$ cat config.mk
export PLATFORM = sky130hd
export DESIGN_NAME = tpwm_top
export DESIGN_NICKNAME = d
export VERILOG_FILES = /design/src/tpwm_pkg.sv /design/src/tpwm_counter.sv /design/src/tpwm_dead.sv /design/src/tpwm_top.sv
export SDC_FILE = /design/constraint.sdc
export NUM_CORES = 1
export LEC_CHECK = 0
export ABC_AREA = 1
export BUFFER_PORTS_ARGS = -buffer_cell sky130_fd_sc_hd__buf_2
export CAP_MARGIN = 0
export CORE_ASPECT_RATIO = 0.5
export CORE_UTILIZATION = 33
export CTS_CLUSTER_SIZE = 24
export DETAILED_ROUTE_END_ITERATION = 6
export SYNTH_ARGS = -nofsm -noshare
export SYNTH_HDL_FRONTEND = slang
export SYNTH_HIERARCHICAL = 1
export SYNTH_SLANG_ARGS = --single-unit
$ cat constraint.sdc
create_clock -name clk -period 5.9 [get_ports clk]
set_clock_uncertainty 0.1 [all_clocks]
set_input_delay 0.59 -clock clk [delete_from_list [all_inputs] [get_ports clk]]
set_output_delay 0.59 -clock clk [all_outputs]
set_load 0.01 [all_outputs]
$ cat src/tpwm_pkg.sv
// Purpose: Shared constants and types for the three-phase PWM control block.
// Assumes: APB register map with 32-bit aligned words, 12-bit counter.
// Notes:   Every offset, field position and reset value is named here once.
`default_nettype none

package tpwm_pkg;

    // Register byte offsets
    localparam logic [7:0]  ADDR_CTRL      = 8'h00;
    localparam logic [7:0]  ADDR_PERIOD    = 8'h04;
    localparam logic [7:0]  ADDR_DUTY_A    = 8'h08;
    localparam logic [7:0]  ADDR_DUTY_B    = 8'h0c;
    localparam logic [7:0]  ADDR_DUTY_C    = 8'h10;
    localparam logic [7:0]  ADDR_DEAD      = 8'h14;
    localparam logic [7:0]  ADDR_SWITCH    = 8'h18;
    localparam logic [7:0]  ADDR_STATUS    = 8'h1c;

    // Control register field positions
    localparam int          CTRL_MODE_LSB  = 0;
    localparam int          CTRL_SHAPE_LSB = 2;
    localparam int          CTRL_EN_BIT    = 4;
    localparam int          CTRL_SYNC_LSB  = 5;

    // Switch enable register field positions
    localparam int          SW_HS_LSB      = 0;
    localparam int          SW_LS_LSB      = 3;

    // Status register field positions
    localparam int          ST_COUNT_LSB   = 0;
    localparam int          ST_DIR_BIT     = 12;
    localparam int          ST_MODE_LSB    = 13;
    localparam int          ST_STRAP_BIT   = 15;
    localparam int          ST_HS_LSB      = 16;
    localparam int          ST_LS_LSB      = 19;

    // Control mode encodings
    localparam logic [1:0]  MODE_6X_A      = 2'h0;
    localparam logic [1:0]  MODE_6X_B      = 2'h1;
    localparam logic [1:0]  MODE_3X        = 2'h2;
    localparam logic [1:0]  MODE_GEN       = 2'h3;

    // Counter shape encodings
    localparam logic [1:0]  SHAPE_UPDOWN   = 2'h0;
    localparam logic [1:0]  SHAPE_UP       = 2'h1;
    localparam logic [1:0]  SHAPE_DOWN     = 2'h2;

    // Sync method: period taken from the sync reference edges
    localparam logic [2:0]  SYNC_EXT_PRD   = 3'h2;

    // Counter width and ceiling
    localparam int          CNT_W          = 12;
    localparam logic [11:0] CNT_MAX        = 12'hfff;
    localparam int          DEAD_W         = 8;

    // Reset values
    localparam logic [1:0]  MODE_RST       = 2'h0;
    localparam logic [1:0]  SHAPE_RST      = 2'h0;
    localparam logic [2:0]  SYNC_RST       = 3'h0;
    localparam logic [11:0] PERIOD_RST     = 12'h03e8;
    localparam logic [11:0] DUTY_RST       = 12'h0000;
    localparam logic [7:0]  DEAD_RST       = 8'h0a;
    localparam logic [2:0]  SW_EN_RST      = 3'h7;

    // Reference counter direction
    typedef enum logic [1:0]
    {
        dir_up   = 2'b01,
        dir_down = 2'b10
    } tpwm_dir_t;

endpackage : tpwm_pkg

`default_nettype wire

$ cat src/tpwm_counter.sv
// Purpose: Shared reference counter for the generated PWM.
// Assumes: enable low parks the counter at its start value.
// Notes:   External period mode uses the full counter range as ceiling.
`default_nettype none
`timescale 1ns/10ps

module tpwm_counter
(
    input  wire logic        clk,
    input  wire logic        rst,
    input  wire logic [1:0]  shape,
    input  wire logic [11:0] period,
    input  wire logic        enable,
    input  wire logic        ext_period,
    input  wire logic        restart,
    output logic      [11:0] count,
    output logic             counting_up
);

    typedef struct packed {
        logic [11:0]          cnt;
        tpwm_pkg::tpwm_dir_t  dir;
    } tpwm_cnt_state_t;

    tpwm_cnt_state_t cur_ff;
    tpwm_cnt_state_t nxt_cur;
    logic [11:0]     limit;

    // Next counter value per shape
    always_comb
    begin
        nxt_cur = cur_ff;
        limit = ext_period ? tpwm_pkg::CNT_MAX : period;
        if (!enable || restart)
        begin
            nxt_cur.cnt = (shape == tpwm_pkg::SHAPE_UP) ? 12'h000 : limit;
            nxt_cur.dir = (shape == tpwm_pkg::SHAPE_UP) ? tpwm_pkg::dir_up : tpwm_pkg::dir_down;
        end
        else
        begin
            case (shape)
                tpwm_pkg::SHAPE_UP:
                begin
                    nxt_cur.dir = tpwm_pkg::dir_up;
                    nxt_cur.cnt = (cur_ff.cnt >= limit) ? 12'h000 : cur_ff.cnt + 12'h001;
                end
                tpwm_pkg::SHAPE_DOWN:
                begin
                    nxt_cur.dir = tpwm_pkg::dir_down;
                    nxt_cur.cnt = (cur_ff.cnt == 12'h000) ? limit : cur_ff.cnt - 12'h001;
                end
                default:
                begin
                    case (cur_ff.dir)
                        tpwm_pkg::dir_down:
                        begin
                            if (cur_ff.cnt == 12'h000)
                            begin
                                nxt_cur.dir = tpwm_pkg::dir_up;
                                nxt_cur.cnt = (limit == 12'h000) ? 12'h000 : 12'h001;
                            end
                            else
                            begin
                                nxt_cur.cnt = cur_ff.cnt - 12'h001;
                            end
                        end
                        tpwm_pkg::dir_up:
                        begin
                            if (cur_ff.cnt >= limit)
                            begin
                                nxt_cur.dir = tpwm_pkg::dir_down;
                                nxt_cur.cnt = (limit == 12'h000) ? 12'h000 : limit - 12'h001;
                            end
                            else
                            begin
                                nxt_cur.cnt = cur_ff.cnt + 12'h001;
                            end
                        end
                        default:
                        begin
                            nxt_cur.dir = tpwm_pkg::dir_down;
                        end
                    endcase
                end
            endcase
        end
    end

    // State register
    always_ff @(posedge clk or posedge rst)
    begin
        if (rst)
        begin
            cur_ff <= {12'h000, tpwm_pkg::dir_down};
        end
        else
        begin
            cur_ff <= nxt_cur;
        end
    end

    assign count       = cur_ff.cnt;
    assign counting_up = (cur_ff.dir == tpwm_pkg::dir_up);

endmodule : tpwm_counter

`default_nettype wire

$ cat src/tpwm_dead.sv
// Purpose: Dead-time insertion for one phase's complementary FET drives.
// Assumes: dead count is in system clock cycles.
// Notes:   Every demand edge turns both FETs off for at least one cycle.
`default_nettype none
`timescale 1ns/10ps

module tpwm_dead
(
    input  wire logic       clk,
    input  wire logic       rst,
    input  wire logic       pwm_hi,
    input  wire logic       hs_en,
    input  wire logic       ls_en,
    input  wire logic [7:0] dead,
    output logic            hs_drive,
    output logic            ls_drive
);

    typedef struct packed {
        logic       last;
        logic [7:0] cnt;
        logic       hs;
        logic       ls;
    } tpwm_dead_state_t;

    tpwm_dead_state_t cur_ff;
    tpwm_dead_state_t nxt_cur;

    // Gap after each edge of the demand
    always_comb
    begin
        nxt_cur = cur_ff;
        if (pwm_hi != cur_ff.last)
        begin
            nxt_cur.last = pwm_hi;
            nxt_cur.cnt  = dead;
            nxt_cur.hs   = 1'b0;
            nxt_cur.ls   = 1'b0;
        end
        else if (cur_ff.cnt != 8'h00)
        begin
            nxt_cur.cnt = cur_ff.cnt - 8'h01;
            nxt_cur.hs  = 1'b0;
            nxt_cur.ls  = 1'b0;
        end
        else
        begin
            nxt_cur.hs = pwm_hi & hs_en;
            nxt_cur.ls = ~pwm_hi & ls_en;
        end
    end

    // State register
    always_ff @(posedge clk or posedge rst)
    begin
        if (rst)
        begin
            cur_ff <= '0;
        end
        else
        begin
            cur_ff <= nxt_cur;
        end
    end

    assign hs_drive = cur_ff.hs;
    assign ls_drive = cur_ff.ls;

endmodule : tpwm_dead

`default_nettype wire

$ cat src/tpwm_top.sv
// Purpose: Three-phase half-bridge control: 6x, 3x and PWM generation modes.
// Assumes: phase inputs synchronous to clk; APB slave with no wait states.
// Notes:   Hi-Z is both FETs off; high is high FET on; low is low FET on.
`default_nettype none
`timescale 1ns/10ps

module tpwm_top
(
    input  wire logic        clk,
    input  wire logic        rst,
    input  wire logic        psel,
    input  wire logic        penable,
    input  wire logic        pwrite,
    input  wire logic [7:0]  paddr,
    input  wire logic [31:0] pwdata,
    output logic      [31:0] prdata,
    output logic             pready,
    output logic             pslverr,
    input  wire logic [2:0]  phase_high_side_input,
    input  wire logic [2:0]  phase_low_side_input,
    input  wire logic        pin_config_variant,
    input  wire logic        mode_strap_high,
    output logic      [2:0]  high_fet_drive,
    output logic      [2:0]  low_fet_drive
);

    typedef struct packed {
        logic [1:0]       mode;
        logic [1:0]       shape;
        logic             gen_en;
        logic [2:0]       sync_sel;
        logic [11:0]      period;
        logic [2:0][11:0] duty;
        logic [7:0]       dead;
        logic [2:0]       hs_sw_en;
        logic [2:0]       ls_sw_en;
        logic             strap_taken;
        logic             pin_var;
        logic [1:0]       strap_mode;
        logic             sync_prev;
        logic             sync_pulse;
        logic [2:0]       pwm_hi;
        logic [2:0]       hs_out;
        logic [2:0]       ls_out;
        logic             pready;
        logic             pslverr;
        logic [31:0]      prdata;
    } tpwm_top_state_t;

    tpwm_top_state_t cur_ff;
    tpwm_top_state_t nxt_cur;

    logic [11:0] ref_count;
    logic        ref_up;
    logic [2:0]  dt_hs;
    logic [2:0]  dt_ls;
    logic [1:0]  eff_mode;
    logic        gen_active;
    logic        ext_prd;
    logic        wr_take;

    // Known register address
    function automatic logic addr_known(input logic [7:0] a);
        addr_known = (a == tpwm_pkg::ADDR_CTRL)   || (a == tpwm_pkg::ADDR_PERIOD)  ||
                     (a == tpwm_pkg::ADDR_DUTY_A) || (a == tpwm_pkg::ADDR_DUTY_B)  ||
                     (a == tpwm_pkg::ADDR_DUTY_C) || (a == tpwm_pkg::ADDR_DEAD)    ||
                     (a == tpwm_pkg::ADDR_SWITCH) || (a == tpwm_pkg::ADDR_STATUS);
    endfunction : addr_known

    // 6x decode: returns {high fet, low fet}
    function automatic logic [1:0] decode_6x(input logic inh, input logic inl);
        decode_6x = {inh & ~inl, inl & ~inh};
    endfunction : decode_6x

    // 3x decode: returns {high fet, low fet}
    function automatic logic [1:0] decode_3x(input logic inh, input logic inl);
        decode_3x = inl ? {inh, ~inh} : 2'b00;
    endfunction : decode_3x

    // Effective mode from strap or register
    // pin variant uses latched strap
    assign eff_mode   = cur_ff.pin_var ? cur_ff.strap_mode : cur_ff.mode;
    assign gen_active = (eff_mode == tpwm_pkg::MODE_GEN);
    assign ext_prd    = (cur_ff.sync_sel == tpwm_pkg::SYNC_EXT_PRD);
    assign wr_take    = psel & penable & cur_ff.pready & pwrite;

    // Shared reference counter
    // one counter for all phases
    tpwm_counter u_counter
    (
        .clk         (clk),
        .rst         (rst),
        .shape       (cur_ff.shape),
        .period      (cur_ff.period),
        .enable      (gen_active),
        .ext_period  (ext_prd),
        .restart     (cur_ff.sync_pulse),
        .count       (ref_count),
        .counting_up (ref_up)
    );

    // Dead-time stage per phase
    for (genvar g = 0; g < 3; g++)
    begin : g_dead
        tpwm_dead u_dead
        (
            .clk      (clk),
            .rst      (rst),
            .pwm_hi   (cur_ff.pwm_hi[g]),
            .hs_en    (cur_ff.hs_sw_en[g]),
            .ls_en    (cur_ff.ls_sw_en[g]),
            .dead     (cur_ff.dead),
            .hs_drive (dt_hs[g]),
            .ls_drive (dt_ls[g])
        );
    end

    // Next state: bus, strap, sync, compare, output mux
    always_comb
    begin
        nxt_cur = cur_ff;

        // Strap taken once after reset release
        if (!cur_ff.strap_taken)
        begin
            nxt_cur.strap_taken = 1'b1;
            nxt_cur.pin_var     = pin_config_variant;
            nxt_cur.strap_mode  = mode_strap_high ? tpwm_pkg::MODE_3X : tpwm_pkg::MODE_6X_A;
        end

        // sync edge from phase B low pin
        nxt_cur.sync_prev  = phase_low_side_input[1];
        nxt_cur.sync_pulse = gen_active & ext_prd & phase_low_side_input[1] & ~cur_ff.sync_prev;

        // Duty compare per phase
        for (int i = 0; i < 3; i++)
        begin
            nxt_cur.pwm_hi[i] = cur_ff.gen_en & gen_active & (cur_ff.duty[i] > ref_count);
        end

        // Phase output state per mode
        for (int i = 0; i < 3; i++)
        begin
            case (eff_mode)
                tpwm_pkg::MODE_GEN:
                begin
                    nxt_cur.hs_out[i] = dt_hs[i];
                    nxt_cur.ls_out[i] = dt_ls[i];
                end
                tpwm_pkg::MODE_3X:
                begin
                    {nxt_cur.hs_out[i], nxt_cur.ls_out[i]} =
                        decode_3x(phase_high_side_input[i], phase_low_side_input[i]);
                end
                default:
                begin
                    {nxt_cur.hs_out[i], nxt_cur.ls_out[i]} =
                        decode_6x(phase_high_side_input[i], phase_low_side_input[i]);
                end
            endcase
        end

        // APB setup cycle: prepare answer
        nxt_cur.pready  = psel & ~penable;
        nxt_cur.pslverr = psel & ~penable & ~addr_known(paddr);
        nxt_cur.prdata  = 32'h0000_0000;
        if (psel && !penable && !pwrite)
        begin
            case (paddr)
                tpwm_pkg::ADDR_CTRL:
                begin
                    nxt_cur.prdata[tpwm_pkg::CTRL_MODE_LSB +: 2]  = cur_ff.mode;
                    nxt_cur.prdata[tpwm_pkg::CTRL_SHAPE_LSB +: 2] = cur_ff.shape;
                    nxt_cur.prdata[tpwm_pkg::CTRL_EN_BIT]         = cur_ff.gen_en;
                    nxt_cur.prdata[tpwm_pkg::CTRL_SYNC_LSB +: 3]  = cur_ff.sync_sel;
                end
                tpwm_pkg::ADDR_PERIOD:
                begin
                    nxt_cur.prdata[11:0] = cur_ff.period;
                end
                tpwm_pkg::ADDR_DUTY_A:
                begin
                    nxt_cur.prdata[11:0] = cur_ff.duty[0];
                end
                tpwm_pkg::ADDR_DUTY_B:
                begin
                    nxt_cur.prdata[11:0] = cur_ff.duty[1];
                end
                tpwm_pkg::ADDR_DUTY_C:
                begin
                    nxt_cur.prdata[11:0] = cur_ff.duty[2];
                end
                tpwm_pkg::ADDR_DEAD:
                begin
                    nxt_cur.prdata[7:0] = cur_ff.dead;
                end
                tpwm_pkg::ADDR_SWITCH:
                begin
                    nxt_cur.prdata[tpwm_pkg::SW_HS_LSB +: 3] = cur_ff.hs_sw_en;
                    nxt_cur.prdata[tpwm_pkg::SW_LS_LSB +: 3] = cur_ff.ls_sw_en;
                end
                tpwm_pkg::ADDR_STATUS:
                begin
                    nxt_cur.prdata[tpwm_pkg::ST_COUNT_LSB +: 12] = ref_count;
                    nxt_cur.prdata[tpwm_pkg::ST_DIR_BIT]         = ref_up;
                    nxt_cur.prdata[tpwm_pkg::ST_MODE_LSB +: 2]   = eff_mode;
                    nxt_cur.prdata[tpwm_pkg::ST_STRAP_BIT]       = cur_ff.pin_var;
                    nxt_cur.prdata[tpwm_pkg::ST_HS_LSB +: 3]     = cur_ff.hs_out;
                    nxt_cur.prdata[tpwm_pkg::ST_LS_LSB +: 3]     = cur_ff.ls_out;
                end
                default:
                begin
                    nxt_cur.prdata = 32'h0000_0000;
                end
            endcase
        end

        // APB access edge: write takes effect
        if (wr_take)
        begin
            case (paddr)
                tpwm_pkg::ADDR_CTRL:
                begin
                    nxt_cur.mode     = pwdata[tpwm_pkg::CTRL_MODE_LSB +: 2];
                    nxt_cur.shape    = pwdata[tpwm_pkg::CTRL_SHAPE_LSB +: 2];
                    nxt_cur.gen_en   = pwdata[tpwm_pkg::CTRL_EN_BIT];
                    nxt_cur.sync_sel = pwdata[tpwm_pkg::CTRL_SYNC_LSB +: 3];
                end
                tpwm_pkg::ADDR_PERIOD:
                begin
                    nxt_cur.period = pwdata[11:0];
                end
                tpwm_pkg::ADDR_DUTY_A:
                begin
                    nxt_cur.duty[0] = pwdata[11:0];
                end
                tpwm_pkg::ADDR_DUTY_B:
                begin
                    nxt_cur.duty[1] = pwdata[11:0];
                end
                tpwm_pkg::ADDR_DUTY_C:
                begin
                    nxt_cur.duty[2] = pwdata[11:0];
                end
                tpwm_pkg::ADDR_DEAD:
                begin
                    nxt_cur.dead = pwdata[7:0];
                end
                tpwm_pkg::ADDR_SWITCH:
                begin
                    nxt_cur.hs_sw_en = pwdata[tpwm_pkg::SW_HS_LSB +: 3];
                    nxt_cur.ls_sw_en = pwdata[tpwm_pkg::SW_LS_LSB +: 3];
                end
                default:
                begin
                    nxt_cur.dead = cur_ff.dead;
                end
            endcase
        end
    end

    // State register with reset values
    always_ff @(posedge clk or posedge rst)
    begin
        if (rst)
        begin
            cur_ff          <= '0;
            cur_ff.mode     <= tpwm_pkg::MODE_RST;
            cur_ff.shape    <= tpwm_pkg::SHAPE_RST;
            cur_ff.sync_sel <= tpwm_pkg::SYNC_RST;
            cur_ff.period   <= tpwm_pkg::PERIOD_RST;
            cur_ff.duty     <= {3{tpwm_pkg::DUTY_RST}};
            cur_ff.dead     <= tpwm_pkg::DEAD_RST;
            cur_ff.hs_sw_en <= tpwm_pkg::SW_EN_RST;
            cur_ff.ls_sw_en <= tpwm_pkg::SW_EN_RST;
        end
        else
        begin
            cur_ff <= nxt_cur;
        end
    end

    // Outputs straight from flip-flops
    assign prdata         = cur_ff.prdata;
    assign pready         = cur_ff.pready;
    assign pslverr        = cur_ff.pslverr;
    assign high_fet_drive = cur_ff.hs_out;
    assign low_fet_drive  = cur_ff.ls_out;

endmodule : tpwm_top

`default_nettype wire

Word-level counts from Yosys, hierarchy flattened
Index checks and enable logic that the tools add are counted.
- register bits after elaboration: 166
- output and inout port bits: 40
- logic and storage cells: 172
- input port bits: 53
- equality and inequality tests: 19
- reductions and logical operators: 31
- $lt $le $gt $ge: 4
- multiplexer cells: 40
- add/sub/neg operators: 6
- bitwise logic cells: 36
- operator list (operator ; count):
    $mux 12 ; 7
    $pmux 6 s8 ; 1
    $mux 10 ; 4
    $gt 12x12->1 ; 3
    $eq 8x5->1 const B ; 4
    $pmux 14 s2 ; 1
    $and 1x1->1 ; 24
    $logic_not 12->1 ; 2
    $mux 8 ; 3
    $pmux 12 s2 ; 1
    $reduce_bool 8->1 ; 3
    $sub 12x1->12 const B ; 2
    $sub 8x1->8 const B ; 3
    $mux 2 ; 11
    $mux 22 ; 1
    $pmux 4 s5 ; 1
    $eq 8x4->1 const B ; 2
    $reduce_and 2->1 ; 8
    $mux 14 ; 1
    $pmux 2 s7 ; 1
    $add 12x1->12 const B ; 1
    $ge 12x12->1 ; 1
    $not 1->1 ; 12
    $pmux 1 s2 ; 6
    other kinds (15) ; 33

Depth between registers and ports, before layout
Gate-level depths: netlist (run 1).
- word-level depth: 10
- depth in mapped cells: 22
- mapped depth without buffers: 20

Cells and area by module
The synthesis (run 1) kept the hierarchy.
- by module, submodules not included (module ; seq. area each (um^2) ; instances ; cells each ; area each (um^2)):
    tpwm_top ; 2720.1 ; 1 ; 745 ; 6067.1
    tpwm_counter ; 351.6 ; 1 ; 514 ; 2906.5
    tpwm_dead ; 275.3 ; 3 ; 94 ; 770.7

Worst setup path after synthesis (run 1)
Ideal clock, no wire load.
- path type: flip-flop to flip-flop
- start: reg cur_ff[111] (netlist name)
- end: reg u_counter.cur_ff, in the netlist u_counter/count[4]
- clock period less this slack: 3258 ps
- stages on the path, launching flop included: 20
- library setup time: 73 ps
- data required time: 5727 ps
- path buffers: 2
- setup slack: 2642 ps
- arrival time: 3085 ps
- path through: dfrtp_1 nor3b_1 buf_6 inv_1 nand2_1 inv_1 ha_1 nand2_1 nor2_1 nand4_1 nor2_2 nand2_2 nand3_4 buf_6 nand2_1 nand2_1 nand3_1 nand2_1 nand2_1 a21oi_2
- longest elaborated chain between the ends: 8
- elaborated cells on any way between the ends: 13
- classes of those cells: add/sub: 1; order compare: 1; eq/ne: 1; mux: 9; reduce/logical: 1
- RTL lines (item ; line ; RTL):
    from (decl) ; tpwm_top.sv:50 ; tpwm_top_state_t cur_ff;
    from (signal assigned) ; tpwm_top.sv:279 ; cur_ff <= nxt_cur;
    $eq 3x2->1 (*) ; tpwm_top.sv:84 ; assign ext_prd = (cur_ff.sync_sel == tpwm_pkg::SYNC_EXT_PRD);
    named net ext_prd ; tpwm_top.sv:59 ; logic ext_prd;
    $mux 12 (*) ; tpwm_counter.sv:33 ; limit = ext_period ? tpwm_pkg::CNT_MAX : period;
    $sub 12x1->12 / $logic_not 12->1 (equally long branches) ; tpwm_counter.sv:72 ; nxt_cur.cnt = (limit == 12'h000) ? 12'h000 : limit - 12'h001;
    $mux 12 ; tpwm_counter.sv:72 ;
    $mux 12 ; tpwm_counter.sv:69 ; if (cur_ff.cnt >= limit)
    $pmux 12 s2 ; tpwm_counter.sv:54 ; case (cur_ff.dir)
    $pmux 14 s2 ; tpwm_counter.sv:41 ; case (shape)
    $mux 14 (*) ; tpwm_counter.sv:34 ; if (!enable || restart)
    to (signal assigned) ; tpwm_counter.sv:94 ; cur_ff <= {12'h000, tpwm_pkg::dir_down};
    to (signal assigned) ; tpwm_counter.sv:98 ; cur_ff <= nxt_cur;
    to (decl) ; tpwm_counter.sv:25 ; tpwm_cnt_state_t cur_ff;
Mark *: on every way through the listed nets, which the timed path passes. The rest lies on a longest branch.
A chain may end at the register's enable or synchronous reset.

Final worst setup path (run 1)
- start: reg cur_ff[117] (netlist name)
- end: reg u_counter.cur_ff, in the netlist u_counter/count[3]
- longest elaborated chain between the ends: 5
- elaborated cells on any way between the ends: 6
- classes of those cells: eq/ne: 1; mux: 2; reduce/logical: 3
- RTL lines (item ; line ; RTL):
    $mux 2 (*) ; tpwm_top.sv:82 ; assign eff_mode = cur_ff.pin_var ? cur_ff.strap_mode : cur_ff.mode;
    $eq 2x2->1 (*) ; tpwm_top.sv:83 ; assign gen_active = (eff_mode == tpwm_pkg::MODE_GEN);
    named net gen_active ; tpwm_top.sv:58 ; logic gen_active;
    $logic_not 1->1 (*) ; tpwm_counter.sv:34 ;
    $logic_or 1x1->1 (*) ; tpwm_counter.sv:34 ;
    $reduce_bool 5->1 (no line) / $mux 14 (equally long branches) ; - ;
Marks and branches as above.

==> impl_metrics.py, run 1 <==
metrics = {
    "global_routing": {
        "grt_max_degree": 78,
        "grt_use_total": 0.178,
        "grt_pass1_vias": 9063,
        "grt_pass1_wl_um": 49000,
        "antenna_found_initial": 0,
        "gr-total-overflow": 0,
    },
    "clocking": {
        "clock_latency_ps": 440,
        "cts_tree": "yes",
        "h-tree-depth": 4,
        "cts-root-buf": "clkbuf_16",
        "hold_buffers": 0,
        "cts_resized": 0,
        "cts_inserted_buffers": 17,
        "clockBufferDepth": 2,
        "cts_sinks": 155,
        "clkTransAtPathRegs_ps": 70,
        "postCtsSetupRepairBufs": 0,
    },
    "synthesis": {
        "synth_simple_gate_area_frac": 0.326,
        "synth_ff_type": "dfrtp_1",
        "syn_area_um2": 11300,
        "ys_ff_latch": 155,
        "synth_xor_area_frac": 0.0147,
        "synth_compound_area_frac": 0.111,
        "async_reset_ff_frac": 1.00,
        "synthMuxAreaShare": 0.000998,
        "synth_top_family_by_area": "simple AND/OR/NAND/NOR gates",
        "synth_adder_area_share": 0.0676,
        "synth_cell_types": 51,
        "ys_seq_area_frac": 0.345,
        "syn_inst": 1541,
        "synth.yosys.warnings": 6,
        "synth_area_per_cell_um2": 7.32,
        "synth_edf_count": 0,
    },
    "floorplan": {
        "die_h_um": 133,
        "coreArea_um2": 33300,
        "rows": 47,
        "io_pins": 93,
        "die_area_um2": 35000,
        "start_util": 0.338,
        "die_width_um": 264,
    },
    "job": {
        "maxCapViolations": 0,
    },
    "routing": {
        "wl_per_cell_um": 14.9,
        "vias": 9499,
        "drc": 0,
        "totalWireLength_um": 29700,
        "drt_iter0_markers": 801,
        "drt-vias-per-instance": 4.76,
        "first_pass_iters": 5,
        "ant_nets": 0,
    },
    "timing": {
        "hold_violations": 0,
        "fmax_ghz": 0.284,
        "fin_crit_sh": 0.597,
        "min_period_ps": 3520,
        "rsz0062_at_grt": "false",
        "setup_tns_ps": 0,
        "maxSlewViolCount": 0,
        "setup_viol": 0,
        "worst_pin_slew_ps": 1140,
        "max_slew_margin": 0.238,
    },
    "worst_setup_path": {
        "critPathCaptureType": "register",
        "worstPathArrival_ps": 3780,
        "start_kind": "register",
        "crit_type": "reg -> reg",
        "slowest_stage": "nor2_1",
        "max_stage_delay_ps": 840,
        "crit_chain": "inv_1 -> nor2_1 -> nand2_1 -> clkinv_1 -> inv_1 -> nor2_1 -> inv_1 -> nor3_1 -> nand2_1 -> o21ai_0 -> inv_1 -> a21oi_1",
        "path_common_cell": "inv_1",
        "crit_required_ps": 6160,
        "cp_max_fo": 24,
    },
    "finish": {
        "n_antenna_cell": 0,
        "post_route_cells_drive_above_1_share": 0.165,
        "final_cell_mix": "nand2_1, inv_1, nor2_1, dfrtp_1, nand3_1",
        "final_common_cell": "nand2_1",
        "area_growth_pct": 7.67,
        "final_net_count": 1656,
    },
    "power": {
        "power.total_mw": 2.46,
        "leakage_nw": 6.27,
        "ir_drop_mv": 0.152,
        "powerDensity_nw_per_um2": 202,
    },
    "place": {
        "numPortBuffers": 62,
        "dp_hpwl_um": 21900,
        "place.gp.congestion": 0.865,
    },
    "hold_path": {
        "holdCritPathClass": "in -> async",
    },
    "run_status": {
        "status": "completed",
    },
}
[cells by family (layout without fill, tap and decap cells)]
family | Yosys count | count (layout)
simple gates | 776 | 776
mux | 1 | 1
compound gates | 219 | 219
xor+xnor | 19 | 19
flops | 155 | 155
buf+inv | 308 | 313
other cells | 2 | 11
fa+ha+maj | 61 | 61
[path summary, 6_finish.rpt]
check | slack, ps | to | start | cells past startpoint
hold reg to reg | 290 | cur_ff[43]$_DFF_PP0_ | cur_ff[44]$_DFF_PP0_ | 1
max in group asynchronous | 4340 | cur_ff[93]$_DFFE_PP0P_ | rst | 3
setup / recovery | 2380 | u_counter/count[3]$_DFFE_PP0P_ | cur_ff[117]$_DFFE_PP0P_ | 12
min in group clk | 230 | cur_ff[44]$_DFF_PP0_ | phase_low_side_input[1] | 1
hold / removal | 160 | g_dead[1].u_dead/cur_ff[10]$_DFFE_PP0N_ | rst | 2
setup reg to reg | 2380 | u_counter/count[3]$_DFFE_PP0P_ | cur_ff[117]$_DFFE_PP0P_ | 12
[power by group]
part | switching [mW] | internal (mW)
registers | 0.00890 | 1.07
logic | 0.142 | 0.0554
clock network | 0.489 | 0.687
total | 0.640 | 1.81
[critical path: cells and delay by family, from the launching register on]
family	cells	cell delay, ps
flip-flops	1	410
buffers and inverters	5	580
AND/OR/NAND/NOR	5	1910
AO/OA/AOI/OAI	2	440
[registers in the layout, summed over array words and instances (netlist names)]
name	cells
cur_ff	78
g_dead.u_dead/cur_ff	27
prdata	22
u_counter/count	12
g_dead.u_dead/hs_drive	3
g_dead.u_dead/ls_drive	3
high_fet_drive	3
low_fet_drive	3
u_counter/cur_ff	2
pready	1
pslverr	1
[routing by layer]
metal | up-vias | GRT usage | wire length, um
met4 | 0 | 0.0448 | 365
met5 | - | 0 | 0
met3 | 27 | 0.0320 | 1330
met2 | 190 | 0.278 | 13300
li1 | 4828 | - | -
met1 | 4454 | 0.253 | 14800
[cells in the mapped netlist (3+ instances only)]
cell type,number,area [um2]
o21ai_2,19,166
nor2_1,144,541
nand3_1,107,536
o21ai_1,38,190
a21oi_2,11,96.3
dfstp_2,15,394
nand2_2,25,156
nand3b_1,4,30.0
nand3_2,10,100
nor2_2,18,113
a21oi_1,56,280
inv_2,13,48.8
ha_1,61,763
o21ai_0,81,405
dfrtp_1,140,3500
nor2_8,4,80.1
o211ai_1,3,22.5
nand2_1,383,1440
xor2_1,17,149
nor2_4,18,203
nand4_1,15,93.8
or2_1,11,68.8
buf_4,55,413
inv_1,200,751
buf_2,14,70.1
clkbuf_1,9,33.8
nand2_4,15,169
nor4b_1,3,26.3
buf_12,3,60.1
buf_6,9,101
nor3_1,12,60.1
o21a_1,4,30.0
[layout make-up]
class	count	area, um2
Clock buffer	18	439
Timing Repair Buffer	66	340
Fill cell	3457	21200
Tap cell	441	552
Multi-Input combinational cell	1087	5930
Inverter	215	812
Sequential cell	155	3900
Clock inverter	14	183
[metrics by stage]
stage	hold slack, ps	std cells	instance area (um2)	util	setup WS [ps]
finish	163	1996	12200	0.364	2380
global route	188	1996	12200	0.364	1930
CTS	164	1996	12200	0.364	2380
detailed placement	297	1964	11500	0.346	2490
global placement	284	1964	11500	0.346	2570
floorplan	278	1550	11300	-	2390
Power figures use the tool's default switching activity.
==> inputs of run 2 (changes only) <==
clock period = 3 ns   (was 5.9 ns; I/O delays follow)
==> run 2 against run 1 <==
  * Sequential power increased by 96%
  * Combinational power grew 110%
  * Highest routed layer unchanged
  * Non-clock buffer count grew 31
==> impl_metrics.py, run 2 (synthesized netlist as in run 1, its figures left out) <==
metrics = {
    "routing": {
        "drc": 0,
        "drt_iter0_markers": 851,
        "drt-vias-per-instance": 4.75,
        "first_pass_iters": 5,
        "ant_nets": 0,
        "wl_per_cell_um": 14.8,
        "vias": 9627,
        "totalWireLength_um": 30000,
    },
    "timing": {
        "fin_crit_sh": 0.922,
        "worst_pin_slew_ps": 796,
        "min_period_ps": 2770,
        "maxSlewViolCount": 0,
        "fmax_ghz": 0.361,
        "rsz0062_at_grt": "false",
        "hold_violations": 0,
        "setup_viol": 0,
        "hold_slack_ps": 22.4,
        "max_slew_margin": 0.468,
        "setup_tns_ps": 0,
    },
    "finish": {
        "area_growth_pct": 10.2,
        "n_antenna_cell": 0,
        "post_route_cells_drive_above_1_share": 0.178,
        "final_net_count": 1688,
        "final_common_cell": "nand2_1",
        "regMostFlops": "cur_ff",
        "largest_reg_flops": 78,
        "final_cell_mix": "nand2_1, inv_1, nor2_1, dfrtp_1, nand3_1",
    },
    "global_routing": {
        "grt_max_degree": 64,
        "grt_pass1_vias": 8982,
        "gr-total-overflow": 0,
        "antenna_found_initial": 0,
        "grt_pass1_wl_um": 49100,
        "grt_use_total": 0.178,
    },
    "clocking": {
        "clkTransAtPathRegs_ps": 70,
        "clockBufferDepth": 2,
        "cts_inserted_buffers": 17,
        "cts-root-buf": "clkbuf_16",
        "clock_latency_ps": 440,
        "cts_sinks": 155,
        "cts_tree": "yes",
        "h-tree-depth": 4,
    },
    "worst_setup_path": {
        "worstReg2RegEnd": "u_counter/count[8]$_DFFE_PP0P_",
        "critPathCaptureType": "register",
        "startpoint": "cur_ff[111]$_DFFE_PP0P_",
        "worstPathArrival_ps": 2990,
        "r2r_setup_slack_ps": 230,
        "crit_required_ps": 3220,
        "r2r_cells": 18,
        "crit_type": "reg -> reg",
        "start_kind": "register",
        "cp_max_fo": 15,
        "r2r_start": "cur_ff[111]$_DFFE_PP0P_",
    },
    "floorplan": {
        "start_util": 0.338,
        "die_width_um": 264,
        "rows": 47,
        "die_area_um2": 35000,
        "io_pins": 93,
        "coreArea_um2": 33300,
        "die_h_um": 133,
    },
    "power": {
        "leakage_nw": 6.41,
        "ir_drop_mv": 0.351,
        "powerDensity_nw_per_um2": 390,
        "power.total_mw": 4.85,
    },
    "hold_path": {
        "hp-start": "psel",
        "holdPathStages": 3,
        "worst_hold_path.endpoint": "pready$_DFF_PP0_",
        "holdCritPathClass": "in -> reg",
    },
    "place": {
        "dp_hpwl_um": 22400,
        "numPortBuffers": 62,
        "place.gp.congestion": 0.868,
    },
    "run_status": {
        "status": "completed",
    },
    "job": {
        "maxCapViolations": 0,
    },
}
run 2: final cells by class:
| cell class | instances | area, um2 |
|---|---|---|
| sequential | 155 | 3900 |
| multi-input combinational | 1088 | 5940 |
| clock buffer | 17 | 425 |
| tap | 441 | 552 |
| timing repair buffer | 97 | 613 |
| fill | 3449 | 20900 |
| inverter | 215 | 813 |
| clock inverter | 15 | 189 |
run 2: worst max-delay path by stage:
stage	end	slack [ps]
2_1_floorplan	u_counter/count[4]$_DFFE_PP0P_	50
3_3_place_gp	u_counter/count[4]$_DFFE_PP0P_	250
3_5_place_dp	u_counter/count[10]$_DFFE_PP0P_	220
4_1_cts	u_counter/count[3]$_DFFE_PP0P_	210
5_1_grt	u_counter/count[7]$_DFFE_PP0P_	2
6_report	u_counter/count[8]$_DFFE_PP0P_	230
run 2: what timing repair did:
action,in CTS,in global routing
setup endpoints to repair,0,12
hold buffers,6,0
gates resized for setup,0,1
buffers inserted,0,5
endpoints found under the hold margin,66,0
run 2: where the power goes:
group,switching (mW),internal (mW),total [mW]
Sequential,0.0145,2.11,2.12
Clock,0.981,1.33,2.31
Combinational,0.290,0.130,0.420
run 2: per-layer routing:
layer,share of wire,vias up,track usage
met1,0.50,4492,0.257
met4,0.013,0,0.0461
met5,0,-,0
met3,0.047,24,0.0270
li1,-,4903,-
met2,0.44,208,0.276
run 2: critical path, stage by stage, from the launching register on:
cell and delay [ps]:
dfrtp_1 420, nor3b_4 240, buf_12 180, inv_1 40, nand2_1 50, inv_1 90, ha_1 300, nand2_1 60
nor2_1 170, nand4_1 130, nor2_2 100, nand2_2 110, buf_4 210, nand3b_1 100, nor2_1 50, nor2_1 100
nand2_1 70, nand2_1 60, a21oi_1 60
run 2: per-stage QoR:
stage               instances  cell area [um2]   util  setup slack (ps)
finish                   2028            12400  0.373               233
global route             2028            12400  0.373              1.86
CTS                      2022            12400  0.371               207
detailed placement       1984            11700  0.351               218
global placement         1984            11700  0.351               246
floorplan                1550            11300      -              54.0
